<file path="config.mk">
export PLATFORM = sky130hd
export DESIGN_NAME = board_ctrl_regs
export DESIGN_NICKNAME = d
export VERILOG_FILES = /design/src/hdl/board_ctrl_pkg.sv /design/src/hdl/board_ctrl_regs.sv /design/src/hdl/local_clock_gen.sv
export SDC_FILE = /design/constraint.sdc
export NUM_CORES = 1
export LEC_CHECK = 0
export ABC_AREA = 1
export BUFFER_PORTS_ARGS = -buffer_cell sky130_fd_sc_hd__clkbuf_2
export CORE_UTILIZATION = 30
export CTS_CLUSTER_SIZE = 12
export DETAILED_ROUTE_END_ITERATION = 10
export SLEW_MARGIN = 0
export SYNTH_ARGS = -nofsm -noshare
export SYNTH_HDL_FRONTEND = slang
export SYNTH_HIERARCHICAL = 1
export SYNTH_SLANG_ARGS = --single-unit
</file>
<file path="constraint.sdc">
create_clock -name sys_clk -period 6 [get_ports sys_clk]
set_input_delay 0.3 -clock sys_clk [delete_from_list [all_inputs] [get_ports sys_clk]]
set_output_delay 0.3 -clock sys_clk [all_outputs]
set_load 0.01 [all_outputs]
</file>
<file path="src/hdl/board_ctrl_pkg.sv">
package board_ctrl_pkg;

  ////////////////////////////////////////////////////////////////////////
  // register offsets from the board base address
  localparam logic [15:0] OFS_IRQ_VECTOR = 16'h8006;
  localparam logic [15:0] OFS_SLOT_POSITION = 16'h8008;
  localparam logic [15:0] OFS_MODULE_RESET = 16'h800a;
  localparam logic [15:0] OFS_FW_REVISION = 16'h800c;
  localparam logic [15:0] OFS_BRIDGE_FLASH_SEL = 16'h800e;
  localparam logic [15:0] OFS_BRIDGE_FLASH_DATA = 16'h8010;
  localparam logic [15:0] OFS_USER_FLASH_SEL = 16'h8012;
  localparam logic [15:0] OFS_USER_FLASH_DATA = 16'h8014;
  localparam logic [15:0] OFS_USER_CONFIG = 16'h8016;
  localparam logic [15:0] OFS_SCRATCH_SHORT = 16'h8018;
  localparam logic [15:0] OFS_SCRATCH_LONG = 16'h8020;
  // offsets below this limit belong to the user address space
  localparam logic [15:0] USER_SPACE_LIMIT = 16'h8000;

  ////////////////////////////////////////////////////////////////////////
  // field layouts and reset values
  localparam logic [7:0] IRQ_VECTOR_RESET = 8'hdd;
  localparam logic [4:0] SLOT_NO_GEO = 5'h1f;
  localparam int IMAGE_SELECT_BIT = 0;
  localparam int FLASH_BRIDGE = 0;
  localparam int FLASH_USER = 1;

  ////////////////////////////////////////////////////////////////////////
  // timing
  localparam int SYS_CLK_MHZ = 250;
  localparam int LOCAL_CLK_MHZ = 40;
  localparam int RESET_PULSE_NS = 200;
  localparam int RESET_PULSE_CYCLES =
    (RESET_PULSE_NS * SYS_CLK_MHZ + 999) / 1000;

  ////////////////////////////////////////////////////////////////////////
  // local register port sequencer
  typedef enum logic [1:0] {
    LS_IDLE = 2'b00,
    LS_WAIT = 2'b01,
    LS_STROBE = 2'b11,
    LS_FINISH = 2'b10
  } local_state_t;

endpackage

</file>
<file path="src/hdl/board_ctrl_regs.sv">
`timescale 1ns/1ps

// Overview of operation
// - low byte of vector register answers interrupt acknowledge; upper byte unused
// - vector register comes out of reset holding 0xdd
// - slot-position register is read-only, reflecting geographical pins
// - boards without geographical pins read slot-position as 0x1f
// - any write to module reset location gives one reset shot
// - revision reads major in upper byte, minor in lower byte
// - 16-bit scratch register, read and write
// - 32-bit scratch register, read and write
// - select and data register pair for each configuration flash
// - writing user-configuration register reloads the user logic image
// - image-choice bit at one selects the standard image
// - user logic gets one active-low asynchronous reset line
// - user logic gets a 40 MHz local bus clock
// - separate active-high write and read strobes announce local accesses
// - local port: 16-bit address, write data out, read data in
// - qualifier high while access falls in user address space
// - each strobe lasts one local clock; only valid with qualifier
// - write data stable on the local edge where strobe is active
// - module reset write pulses the local reset line low
module board_ctrl_regs
  import board_ctrl_pkg::*;
#(
  parameter bit HAS_GEO_PINS = 1'b1,
  parameter logic [7:0] FW_MAJOR = 8'h01,
  parameter logic [7:0] FW_MINOR = 8'h02
) (
  input wire logic sys_clk,
  input wire logic rst,
  input wire logic [15:0] busAddr,
  input wire logic [31:0] busWriteData,
  input wire logic busWrite,
  input wire logic busRead,
  input wire logic iackCycle,
  output logic [31:0] busReadData,
  output logic busAck,
  output logic busBusy,
  input wire logic [4:0] geoPins,
  output logic [1:0][15:0] flashSelect,
  output logic [15:0] flashWriteData,
  output logic [1:0] flashWriteStrobe,
  output logic [1:0] flashReadStrobe,
  input wire logic [1:0][15:0] flashReadData,
  output logic userConfigReload,
  output logic userImageStandard,
  output logic localBusClock,
  output logic localBusReset_n,
  output logic localWriteStrobe,
  output logic localReadStrobe,
  output logic [15:0] localAddr,
  output logic [15:0] localWriteData,
  input wire logic [15:0] localReadData,
  output logic userSpaceHit
);

  ////////////////////////////////////////////////////////////////////////
  // local clock source
  logic localClk;
  logic toggleNow;
  logic localFall;
  logic localRise;

  local_clock_gen #(
    .SYS_MHZ(SYS_CLK_MHZ),
    .LOC_MHZ(LOCAL_CLK_MHZ)
  ) u_clock (
    .sys_clk(sys_clk),
    .rst(rst),
    .localClk(localClk),
    .toggleNow(toggleNow)
  );

  assign localFall = toggleNow && localClk;
  assign localRise = toggleNow && !localClk;

  ////////////////////////////////////////////////////////////////////////
  // request decode
  logic accept;
  logic doWrite;
  logic doRead;
  logic userHit;
  logic moduleResetHit;
  logic [15:0] slotValue;
  logic [15:0] fwValue;

  assign accept = !busBusy && (busWrite || busRead || iackCycle);
  assign doWrite = !busBusy && busWrite && !iackCycle;
  assign doRead = !busBusy && busRead && !busWrite && !iackCycle;
  assign userHit = busAddr < USER_SPACE_LIMIT;
  assign moduleResetHit = doWrite && (busAddr == OFS_MODULE_RESET);
  // live pin levels or fixed value
  assign slotValue = HAS_GEO_PINS ? {11'h000, geoPins}
                                  : {11'h000, SLOT_NO_GEO};
  assign fwValue = {FW_MAJOR, FW_MINOR};

  ////////////////////////////////////////////////////////////////////////
  // software registers
  logic [7:0] irqVector_reg;
  logic [7:0] irqVector_next;
  logic [15:0] scratchShort_reg;
  logic [15:0] scratchShort_next;
  logic [31:0] scratchLong_reg;
  logic [31:0] scratchLong_next;
  logic [1:0][15:0] flashSelect_reg;
  logic [1:0][15:0] flashSelect_next;
  logic [15:0] userConfig_reg;
  logic [15:0] userConfig_next;
  logic [15:0] flashWriteData_reg;
  logic [15:0] flashWriteData_next;
  logic [1:0] flashWriteStrobe_reg;
  logic [1:0] flashWriteStrobe_next;
  logic [1:0] flashReadStrobe_reg;
  logic [1:0] flashReadStrobe_next;
  logic reload_reg;
  logic reload_next;

  always_comb begin
    irqVector_next = irqVector_reg;
    scratchShort_next = scratchShort_reg;
    scratchLong_next = scratchLong_reg;
    flashSelect_next = flashSelect_reg;
    userConfig_next = userConfig_reg;
    flashWriteData_next = flashWriteData_reg;
    flashWriteStrobe_next = 2'b00;
    flashReadStrobe_next = 2'b00;
    reload_next = 1'b0;
    if (moduleResetHit) begin
      irqVector_next = IRQ_VECTOR_RESET;
      scratchShort_next = 16'h0000;
      scratchLong_next = 32'h0000_0000;
      flashSelect_next = '0;
      userConfig_next = 16'h0000;
    end else if (doWrite) begin
      if (busAddr == OFS_IRQ_VECTOR) begin
        irqVector_next = busWriteData[7:0];
      end else if (busAddr == OFS_SCRATCH_SHORT) begin
        scratchShort_next = busWriteData[15:0];
      end else if (busAddr == OFS_SCRATCH_LONG) begin
        scratchLong_next = busWriteData;
      end else if (busAddr == OFS_BRIDGE_FLASH_SEL) begin
        flashSelect_next[FLASH_BRIDGE] = busWriteData[15:0];
      end else if (busAddr == OFS_USER_FLASH_SEL) begin
        flashSelect_next[FLASH_USER] = busWriteData[15:0];
      end else if (busAddr == OFS_BRIDGE_FLASH_DATA) begin
        flashWriteData_next = busWriteData[15:0];
        flashWriteStrobe_next[FLASH_BRIDGE] = 1'b1;
      end else if (busAddr == OFS_USER_FLASH_DATA) begin
        flashWriteData_next = busWriteData[15:0];
        flashWriteStrobe_next[FLASH_USER] = 1'b1;
      end else if (busAddr == OFS_USER_CONFIG) begin
        userConfig_next = busWriteData[15:0];
        reload_next = 1'b1;
      end
    end else if (doRead) begin
      if (busAddr == OFS_BRIDGE_FLASH_DATA) begin
        flashReadStrobe_next[FLASH_BRIDGE] = 1'b1;
      end else if (busAddr == OFS_USER_FLASH_DATA) begin
        flashReadStrobe_next[FLASH_USER] = 1'b1;
      end
    end
  end

  always_ff @(posedge sys_clk or posedge rst) begin
    if (rst) begin
      irqVector_reg <= IRQ_VECTOR_RESET;
      scratchShort_reg <= 16'h0000;
      scratchLong_reg <= 32'h0000_0000;
      flashSelect_reg <= '0;
      userConfig_reg <= 16'h0000;
      flashWriteData_reg <= 16'h0000;
      flashWriteStrobe_reg <= 2'b00;
      flashReadStrobe_reg <= 2'b00;
      reload_reg <= 1'b0;
    end else begin
      irqVector_reg <= irqVector_next;
      scratchShort_reg <= scratchShort_next;
      scratchLong_reg <= scratchLong_next;
      flashSelect_reg <= flashSelect_next;
      userConfig_reg <= userConfig_next;
      flashWriteData_reg <= flashWriteData_next;
      flashWriteStrobe_reg <= flashWriteStrobe_next;
      flashReadStrobe_reg <= flashReadStrobe_next;
      reload_reg <= reload_next;
    end
  end

  ////////////////////////////////////////////////////////////////////////
  // module reset pulse toward user logic
  logic [7:0] resetCount_reg;
  logic [7:0] resetCount_next;
  logic localReset_n_reg;
  logic localReset_n_next;

  always_comb begin
    resetCount_next = resetCount_reg;
    if (moduleResetHit) begin
      resetCount_next = 8'(RESET_PULSE_CYCLES);
    end else if (resetCount_reg != 8'h00) begin
      resetCount_next = resetCount_reg - 8'h01;
    end
    localReset_n_next = (resetCount_next == 8'h00);
  end

  always_ff @(posedge sys_clk or posedge rst) begin
    if (rst) begin
      resetCount_reg <= 8'h00;
      localReset_n_reg <= 1'b0;
    end else begin
      resetCount_reg <= resetCount_next;
      localReset_n_reg <= localReset_n_next;
    end
  end

  ////////////////////////////////////////////////////////////////////////
  // local register port sequencer and bus answer
  local_state_t state_reg;
  local_state_t state_next;
  logic [15:0] localAddr_reg;
  logic [15:0] localAddr_next;
  logic [15:0] localData_reg;
  logic [15:0] localData_next;
  logic localDir_reg;
  logic localDir_next;
  logic wrStrobe_reg;
  logic wrStrobe_next;
  logic rdStrobe_reg;
  logic rdStrobe_next;
  logic hit_reg;
  logic hit_next;
  logic [15:0] captured_reg;
  logic [15:0] captured_next;
  logic [31:0] readData_reg;
  logic [31:0] readData_next;
  logic ack_reg;
  logic ack_next;
  logic busBusy_reg;
  logic busBusy_next;

  always_comb begin
    state_next = state_reg;
    localAddr_next = localAddr_reg;
    localData_next = localData_reg;
    localDir_next = localDir_reg;
    wrStrobe_next = wrStrobe_reg;
    rdStrobe_next = rdStrobe_reg;
    hit_next = hit_reg;
    captured_next = captured_reg;
    readData_next = readData_reg;
    ack_next = 1'b0;
    busBusy_next = busBusy_reg;
    case (state_reg)
      LS_IDLE: begin
        if (accept && iackCycle) begin
          readData_next = {24'h000000, irqVector_reg};
          ack_next = 1'b1;
        end else if (accept && userHit) begin
          // latch address and data, raise qualifier
          localAddr_next = busAddr;
          localData_next = busWriteData[15:0];
          localDir_next = doWrite;
          hit_next = 1'b1;
          busBusy_next = 1'b1;
          state_next = LS_WAIT;
        end else if (accept) begin
          ack_next = 1'b1;
          readData_next = 32'h0000_0000;
          if (doRead) begin
            if (busAddr == OFS_IRQ_VECTOR) begin
              readData_next = {24'h000000, irqVector_reg};
            end else if (busAddr == OFS_SLOT_POSITION) begin
              readData_next = {16'h0000, slotValue};
            end else if (busAddr == OFS_FW_REVISION) begin
              readData_next = {16'h0000, fwValue};
            end else if (busAddr == OFS_BRIDGE_FLASH_SEL) begin
              readData_next = {16'h0000, flashSelect_reg[FLASH_BRIDGE]};
            end else if (busAddr == OFS_USER_FLASH_SEL) begin
              readData_next = {16'h0000, flashSelect_reg[FLASH_USER]};
            end else if (busAddr == OFS_BRIDGE_FLASH_DATA) begin
              readData_next = {16'h0000, flashReadData[FLASH_BRIDGE]};
            end else if (busAddr == OFS_USER_FLASH_DATA) begin
              readData_next = {16'h0000, flashReadData[FLASH_USER]};
            end else if (busAddr == OFS_USER_CONFIG) begin
              readData_next = {16'h0000, userConfig_reg};
            end else if (busAddr == OFS_SCRATCH_SHORT) begin
              readData_next = {16'h0000, scratchShort_reg};
            end else if (busAddr == OFS_SCRATCH_LONG) begin
              readData_next = scratchLong_reg;
            end
          end
        end
      end
      LS_WAIT: begin
        // strobe starts at a falling local edge
        if (localFall) begin
          wrStrobe_next = localDir_reg;
          rdStrobe_next = !localDir_reg;
          state_next = LS_STROBE;
        end
      end
      LS_STROBE: begin
        // read data sampled at the rising local edge
        if (localRise && rdStrobe_reg) begin
          captured_next = localReadData;
        end
        // strobe ends one local period later
        if (localFall) begin
          wrStrobe_next = 1'b0;
          rdStrobe_next = 1'b0;
          state_next = LS_FINISH;
        end
      end
      LS_FINISH: begin
        hit_next = 1'b0;
        busBusy_next = 1'b0;
        ack_next = 1'b1;
        readData_next = localDir_reg ? 32'h0000_0000
                                     : {16'h0000, captured_reg};
        state_next = LS_IDLE;
      end
      default: begin
        state_next = LS_IDLE;
      end
    endcase
  end

  always_ff @(posedge sys_clk or posedge rst) begin
    if (rst) begin
      state_reg <= LS_IDLE;
      localAddr_reg <= 16'h0000;
      localData_reg <= 16'h0000;
      localDir_reg <= 1'b0;
      wrStrobe_reg <= 1'b0;
      rdStrobe_reg <= 1'b0;
      hit_reg <= 1'b0;
      captured_reg <= 16'h0000;
      readData_reg <= 32'h0000_0000;
      ack_reg <= 1'b0;
      busBusy_reg <= 1'b0;
    end else begin
      state_reg <= state_next;
      localAddr_reg <= localAddr_next;
      localData_reg <= localData_next;
      localDir_reg <= localDir_next;
      wrStrobe_reg <= wrStrobe_next;
      rdStrobe_reg <= rdStrobe_next;
      hit_reg <= hit_next;
      captured_reg <= captured_next;
      readData_reg <= readData_next;
      ack_reg <= ack_next;
      busBusy_reg <= busBusy_next;
    end
  end

  ////////////////////////////////////////////////////////////////////////
  // outputs
  assign busReadData = readData_reg;
  assign busAck = ack_reg;
  assign busBusy = busBusy_reg;
  assign flashSelect = flashSelect_reg;
  assign flashWriteData = flashWriteData_reg;
  assign flashWriteStrobe = flashWriteStrobe_reg;
  assign flashReadStrobe = flashReadStrobe_reg;
  assign userConfigReload = reload_reg;
  assign userImageStandard = userConfig_reg[IMAGE_SELECT_BIT];
  assign localBusClock = localClk;
  assign localBusReset_n = localReset_n_reg;
  assign localWriteStrobe = wrStrobe_reg;
  assign localReadStrobe = rdStrobe_reg;
  assign localAddr = localAddr_reg;
  assign localWriteData = localData_reg;
  assign userSpaceHit = hit_reg;

  logic anyStrobe;
  assign anyStrobe = wrStrobe_reg || rdStrobe_reg;
endmodule

</file>
<file path="src/hdl/local_clock_gen.sv">
`timescale 1ns/1ps

// fractional divider: toggles on accumulator wrap, average rate is exact
module local_clock_gen #(
  parameter int SYS_MHZ = 250,
  parameter int LOC_MHZ = 40
) (
  input wire logic sys_clk,
  input wire logic rst,
  output logic localClk,
  output logic toggleNow
);

  localparam logic [8:0] STEP = 9'(2 * LOC_MHZ);
  localparam logic [8:0] MODULUS = 9'(SYS_MHZ);

  logic [8:0] acc_reg;
  logic [8:0] acc_next;
  logic clk_reg;
  logic clk_next;
  logic [8:0] sum;

  ////////////////////////////////////////////////////////////////////////
  always_comb begin
    sum = acc_reg + STEP;
    toggleNow = (sum >= MODULUS);
    acc_next = toggleNow ? (sum - MODULUS) : sum;
    clk_next = toggleNow ? ~clk_reg : clk_reg;
  end

  always_ff @(posedge sys_clk or posedge rst) begin
    if (rst) begin
      acc_reg <= 9'h000;
      clk_reg <= 1'b0;
    end else begin
      acc_reg <= acc_next;
      clk_reg <= clk_next;
    end
  end

  assign localClk = clk_reg;

endmodule

</file>
# Yosys cells after proc, flatten, opt, wreduce, memory -nomap -nowiden
# Index checks and enable logic that the tools add are counted.
dict set report classes {
  reduce_logical 45
  n_mux 91
  n_shift 0
  order_cmp 2
  div 0
  n_addsub 3
  mul 0
  bitwise 8
  n_eq_ne 27
}
# operator count
set op_table {}
lappend op_table {{2-to-1 mux 32 bit} 24}
lappend op_table {{2-to-1 mux 16 bit} 20}
lappend op_table {{== test 16 bit (second input constant)} 11}
lappend op_table {{case mux 32 bit (2 select lines)} 1}
lappend op_table {{2-to-1 mux 8 bit} 5}
lappend op_table {{2-to-1 mux 2 bit} 14}
lappend op_table {{!= test 2 bit (second input constant)} 11}
lappend op_table {{2-to-1 mux 1 bit} 21}
lappend op_table {{nonzero test 2 bit} 10}
lappend op_table {{< comparator 16 bit (second input constant)} 1}
lappend op_table {{AND reduction 3 bit} 5}
lappend op_table {{logical AND 1 bit} 12}
lappend op_table {{adder 9 x 7 -> 9 bit (second input constant)} 1}
lappend op_table {{>= comparator 9 x 8 -> 1 bit (second input constant)} 1}
lappend op_table {{2-to-1 mux 9 bit} 1}
lappend op_table {{AND reduction 9 bit} 1}
lappend op_table {{subtractor 9 x 8 -> 9 bit (second input constant)} 1}
lappend op_table {{logical NOT 8 bit} 1}
lappend op_table {{inverter 1 bit} 8}
lappend op_table {{case mux 1 bit (2 select lines)} 4}
lappend op_table {{case mux 2 bit (4 select lines)} 1}
lappend op_table {{AND reduction 4 bit} 2}
lappend op_table {{AND reduction 8 bit} 1}
lappend op_table {{nonzero test 8 bit} 1}
lappend op_table {{other kinds (10)} 18}
dict set report totals {
  latch_bits 0
  mem_bits_rw 0
  romBits 0
  out_inout_bits 125
  n_memories 0
  ff_bits 231
  word_cells 200
  in_bits 106
}

# Longest topological paths before layout
dict set report logic_depth {
  word_depth 16
  mapped_depth 15
  ltp_nobuf 15
}

# By module
# The synthesis kept the hierarchy.
# module cells_each area_per_inst_um2 instances seq_area_each_um2
set by_module_without_submodules {}
lappend by_module_without_submodules {board_ctrl_regs 1183 10104.7 1 5537.8}
lappend by_module_without_submodules {local_clock_gen 96 694.4 1 225.2}

# Worst setup path before layout
# No wires, ideal clock.
dict set report synth_path {
  path_kind {register to register}
  from {reg u_clock.acc_reg[4]}
  to {reg captured_reg[0]}
  setup_ns 0.125
  n_path_buf 1
  path_stages_with_launch 11
  period_less_slack_ns 2.331
  arrival_ns 2.207
  required_ns 5.875
  slack_ns 3.669
  path_cell_list {dfrtp_1 inv_1 ha_1 inv_1 nand3_1 nor2_4 nand2_4 nand2_8 nand3_1 clkbuf_1 mux2_2}
}
dict set report synth_via {
  elab_chain_cells 5
}
# item line_no
set synth_lines {}
lappend synth_lines {{start, declared} local_clock_gen.sv:17} ;# logic [8:0] acc_reg;
lappend synth_lines {{start signal, assigned} local_clock_gen.sv:36} ;# acc_reg <= acc_next;
lappend synth_lines {{adder 9 x 7 -> 9 bit} local_clock_gen.sv:25} ;# sum = acc_reg + STEP;
lappend synth_lines {{>= comparator 9 x 8 -> 1 bit} local_clock_gen.sv:26} ;# toggleNow = (sum >= MODULUS);
lappend synth_lines {{net toggleNow} board_ctrl_regs.sv:61} ;# logic toggleNow;
lappend synth_lines {{logical AND 1 bit} board_ctrl_regs.sv:76} ;# assign localRise = toggleNow && !localClk;
lappend synth_lines {{logical AND 1 bit} board_ctrl_regs.sv:304} ;# if (localRise && rdStrobe_reg) begin
lappend synth_lines {{AND reduction 2 bit (no line)} n/a}
lappend synth_lines {{end signal, assigned} board_ctrl_regs.sv:349} ;# captured_reg <= captured_next;
lappend synth_lines {{end, declared} board_ctrl_regs.sv:232} ;# logic [15:0] captured_reg;
# The timed path passes the listed nets, and every way through them passes these cells.
# A chain may end at the register's enable or synchronous reset.

# Worst setup path after layout
dict set report layout_path {
  from {in busAddr[13]}
  to {reg readData_reg[3] (netlist: busReadData[3])}
}
dict set report layout_via {
  elab_chain_cells 16
  elab_cells_between_ends 29
  classes_between {order compare (1); eq/ne (11); mux (15); reduce/logical (2)}
}
# item line_no
set layout_lines {}
lappend layout_lines {{start, declared} board_ctrl_regs.sv:32} ;# input wire logic [15:0] busAddr,
lappend layout_lines {{== test 16 bit} board_ctrl_regs.sv:288} ;# end else if (busAddr == OFS_SCRATCH_LONG) begin
lappend layout_lines {{2-to-1 mux 32 bit} board_ctrl_regs.sv:288}
lappend layout_lines {{2-to-1 mux 32 bit} board_ctrl_regs.sv:286} ;# end else if (busAddr == OFS_SCRATCH_SHORT) begin
lappend layout_lines {{2-to-1 mux 32 bit} board_ctrl_regs.sv:284} ;# end else if (busAddr == OFS_USER_CONFIG) begin
lappend layout_lines {{2-to-1 mux 32 bit} board_ctrl_regs.sv:282} ;# end else if (busAddr == OFS_USER_FLASH_DATA) begin
lappend layout_lines {{2-to-1 mux 32 bit} board_ctrl_regs.sv:280} ;# end else if (busAddr == OFS_BRIDGE_FLASH_DATA) begin
lappend layout_lines {{2-to-1 mux 32 bit} board_ctrl_regs.sv:278} ;# end else if (busAddr == OFS_USER_FLASH_SEL) begin
lappend layout_lines {{2-to-1 mux 32 bit} board_ctrl_regs.sv:276} ;# end else if (busAddr == OFS_BRIDGE_FLASH_SEL) begin
lappend layout_lines {{2-to-1 mux 32 bit} board_ctrl_regs.sv:274} ;# end else if (busAddr == OFS_FW_REVISION) begin
lappend layout_lines {{2-to-1 mux 32 bit} board_ctrl_regs.sv:272} ;# end else if (busAddr == OFS_SLOT_POSITION) begin
lappend layout_lines {{2-to-1 mux 32 bit} board_ctrl_regs.sv:270} ;# if (busAddr == OFS_IRQ_VECTOR) begin
lappend layout_lines {{2-to-1 mux 32 bit} board_ctrl_regs.sv:269} ;# if (doRead) begin
lappend layout_lines {{2-to-1 mux 32 bit} board_ctrl_regs.sv:266} ;# end else if (accept) begin
lappend layout_lines {{2-to-1 mux 32 bit} board_ctrl_regs.sv:258} ;# end else if (accept && userHit) begin
lappend layout_lines {{2-to-1 mux 32 bit} board_ctrl_regs.sv:255} ;# if (accept && iackCycle) begin
lappend layout_lines {{case mux 32 bit (2 select lines)} board_ctrl_regs.sv:253} ;# case (state_reg)
lappend layout_lines {{end signal, assigned} board_ctrl_regs.sv:350} ;# readData_reg <= readData_next;
lappend layout_lines {{end, declared} board_ctrl_regs.sv:234} ;# logic [31:0] readData_reg;
# Several ways; a longest one is shown, not always the timed one. The select of a mux whose other input is x is not followed.

==> impl_metrics.ini <==
[route]
wl_met1_um = 15200
vias = 9602
dr.pass1.iters = 6
wl_met3_um = 2363
routed.top_layer = met4
drcViolationCount = 0
postRouteAntennaNets = 0
drt-vias-per-instance = 4.820
routed_wl_um = 35130
dr.first_iter.drc_count = 747
met2_length_um = 16280
routedWlPerCell_um = 17.64

[synth]
synth_seq_cells = 230
netlist_area_mm2 = 0.01080
synthSimpleGateAreaFrac_pct = 23.98
synth_nets = 1391
synth_xor_area_share_pct = 0.8921
synthMuxAreaShare_pct = 1.668
synth_fa_ha_area_share_pct = 0.6952
synthDistinctLibCells = 41
ys_seq_area_share_pct = 53.37
yosys_warnings = 6
synth_top_family_by_area = simple AND/OR/NAND/NOR gates
syn_inst = 1279
syn-mean-instance-area_um2 = 8.443
synth_compound_area_share_pct = 13.39

[finish]
drive_gt1_share_pct = 22.86
layoutNonFillerInstCount = 1992
diodes = 0
nFillCells = 3640
seq_area_mm2 = 0.005763
area_growth_pct = 23.96
multiInputGateArea_mm2 = 0.004400
layout.nets = 1625
final_area_mm2 = 0.01339

[global_route]
grt_pass1_wl_um = 53200
grt_use_total_pct = 18.94
grt_start_max_net_pins = 71
grt_pass1_vias = 9071
antenna_found_initial = 0
gr-total-overflow = 0

[power_and_ir_drop]
swShare_pct = 30.58
leakagePower_nw = 6.970
ir_drop_uv = 184.1
power_frac_seq_pct = 43.8
pwr-share-clk_pct = 35.3
power_switching_mw = 1.370
pwr-share-comb_pct = 20.9
internal_power_mw = 3.110
p_per_area_mw_per_mm2 = 334.6

[floorplanning]
initial_core_util_pct = 30.43
die-area_mm2 = 0.03676
die_height_um = 191.7
die_width_um = 191.7
coreArea_mm2 = 0.03548
boundaryPins = 231
rows = 69

[clocking]
clock_path_buffers = 3
worstSkewPairLatency_ns = 0.54
ctsHtreeMaxLevel = 1
cts-root-buf = clkbuf_16
cts_tree = done
post-cts-setup-buffer-count = 0
numCtsBuffers = 26
cts-resized-gates = 0
cts_sinks = 230
clkTransAtPathRegs_ns = 0.06

[placement]
dp_cells = 1930
place_congestion = 0.9189
pre_cts_ws_ns = 2.944
placed_area_mm2 = 0.01238
port_buffers = 230
hpwl_um = 26070

[setup_path]
cpMaxStageDelayCell = nand3_1
slowest_delay_ns = 0.79
critPathKind = input port to flop
worst_ep_required_time_ns = 6.42
critPathCaptureType = flop
critPathTopFamily = simple AND/OR/NAND/NOR gates
start_kind = input port
critPathMaxFanout = 15
crit_path_cell_trace = dlygate4sd3_1 -> clkbuf_2 -> nor2_1 -> nand2_1 -> nor2_4 -> nand3_1 -> inv_1 -> nand2_1 -> nand3_1 -> nor2_1 -> nand2_1 -> nand2_1 -> nand2_1 -> nand2_1 -> nand2_1 -> a21oi_1
critPathBufInv = 3
cpMostUsedCell = nand2_1
critPathArrivalTime_ns = 3.56

[timing]
setup_tns_ns = 0
period_minus_slack_ns = 3.144
worst_pin_slew_ns = 1.241
finalHoldViolCount = 0
fmax_ghz = 0.3181
fin_skew_ns = 0.01364
slew_headroom_pct = 16.84
period_share_pct = 52.40
slew_violations = 0
finalWorstSetupSlack_ns = 2.856
setup_viol = 0
grt_setup_unrepaired = false

[run]
cap_violations = 0

[run_status]
status = complete, no violations

[hold_path]
hold_class = input port to flop
## layout by cell type, fill, tap and decap left out, types with 4 or more instances in the layout
master,n
nor2_1,115
nand3b_1,4
ha_1,6
dfrtp_1,224
inv_1,100
o22ai_1,6
nand2_2,8
nor3_1,16
nor3_2,6
clkbuf_1,5
clkbuf_8,6
dlygate4sd3_1,16
a21oi_1,45
nand2_4,4
xor2_1,7
o21ai_1,20
o21ai_0,154
nand3_1,44
mux2_2,16
xnor2_1,4
inv_2,7
dfstp_2,6
nor2_4,7
nand4_1,15
nand2_1,367
clkbuf_16,27
clkinv_2,5
a221oi_1,8
nor2_2,5
buf_4,10
clkbuf_2,230
a32o_1,16
## per-layer routing
metal	global-route usage, %	vias up
li1	-	4650
met1	25.38	4553
met2	30.20	323
met3	3.344	76
met4	7.540	0
met5	0	-
## through the flow
step	utilization [%]	power [mW]	hold WS, ns
after floorplan	-	2.524	0.1279
after global placement	34.89	2.906	0.3113
after detailed placement	34.89	2.928	0.3161
after CTS	37.73	4.533	0.0009951
after global routing	37.73	4.716	0.01066
final	37.73	4.479	0.006480
## power groups by stage
stage          Clock, mW  Sequential [mW]  Combinational (mW)
2_1_floorplan          0             2.04               0.485
3_3_place_gp           0             1.97               0.933
3_5_place_dp           0             1.99               0.940
4_1_cts             1.62             1.96               0.953
5_1_grt             1.67             2.00                1.04
6_report            1.58             1.96               0.935
## synth_stat cells, drive strengths merged
| library cell | n | share of area [%] |
|---|---|---|
| a21oi | 45 | 2.1 |
| a221oi | 8 | 0.65 |
| a31oi | 1 | 0.058 |
| a32o | 16 | 1.5 |
| buf | 24 | 1.3 |
| clkbuf | 26 | 0.90 |
| clkinv | 1 | 0.035 |
| dfrtp | 224 | 52 |
| dfstp | 6 | 1.5 |
| ha | 6 | 0.70 |
| inv | 108 | 3.8 |
| mux2 | 16 | 1.7 |
| nand2 | 380 | 14 |
| nand3 | 44 | 2.0 |
| nand3b | 4 | 0.28 |
| nand4 | 16 | 0.98 |
| nor2 | 129 | 5.4 |
| nor3 | 22 | 1.3 |
| nor4 | 2 | 0.12 |
| o2111ai | 3 | 0.24 |
| o21a | 2 | 0.14 |
| o21ai | 177 | 8.3 |
| o221ai | 1 | 0.081 |
| o22ai | 6 | 0.35 |
| or2 | 1 | 0.058 |
| xnor2 | 4 | 0.32 |
| xor2 | 7 | 0.57 |
## worst reg2reg max path: stages, from the launching register on
cell and delay, ns:
dfrtp_1 0.44, inv_1 0.13, nand4_1 0.30, nor2_1 0.47, o21ai_1 0.18, nor3_2 1.00
a32o_1 0.31
## final timing paths
kind | to | from | depth (start not counted) | slack [ns]
max reg2reg | busReadData[22]$_DFFE_PP0P_ | busBusy$_DFFE_PP0P_ | 6 | 3.10
max | busReadData[3]$_DFFE_PP0P_ | busAddr[13] | 16 | 2.86
min reg2reg | localAddr[15]$_DFFE_PP0P_ | localAddr[15]$_DFFE_PP0P_ | 2 | 0.48
max in group asynchronous | flashWriteData[14]$_DFFE_PP0P_ | rst | 4 | 4.42
min | captured_reg[9]$_DFFE_PP0P_ | localReadData[9] | 2 | 0.006
min in group asynchronous | u_clock/acc_reg[5]$_DFF_PP0_ | rst | 3 | 0.31
## logic make-up (layout without fill, tap and decap cells)
kind of cell / after synthesis / count (layout)
compound gates: 259 / 259
xor+xnor: 11 / 11
fa+ha+maj: 6 / 6
buf+inv: 159 / 411
flops: 230 / 230
mux: 16 / 16
simple gates: 598 / 598
## timing repair
item | CTS | global route
endpoints found under the hold margin | 39 | 0
endpoints found under the setup margin | 0 | 0
hold buffers | 16 | 0
## cell type report
type	instances	area share (%)
tap	461	4.309
clock buffer	38	5.804
inverter	109	3.084
sequential	230	43.05
multi-input combinational	890	32.87
clock inverter	8	0.5234
timing repair buffer	256	10.36
Note: power is estimated with default switching activity, not from simulation.
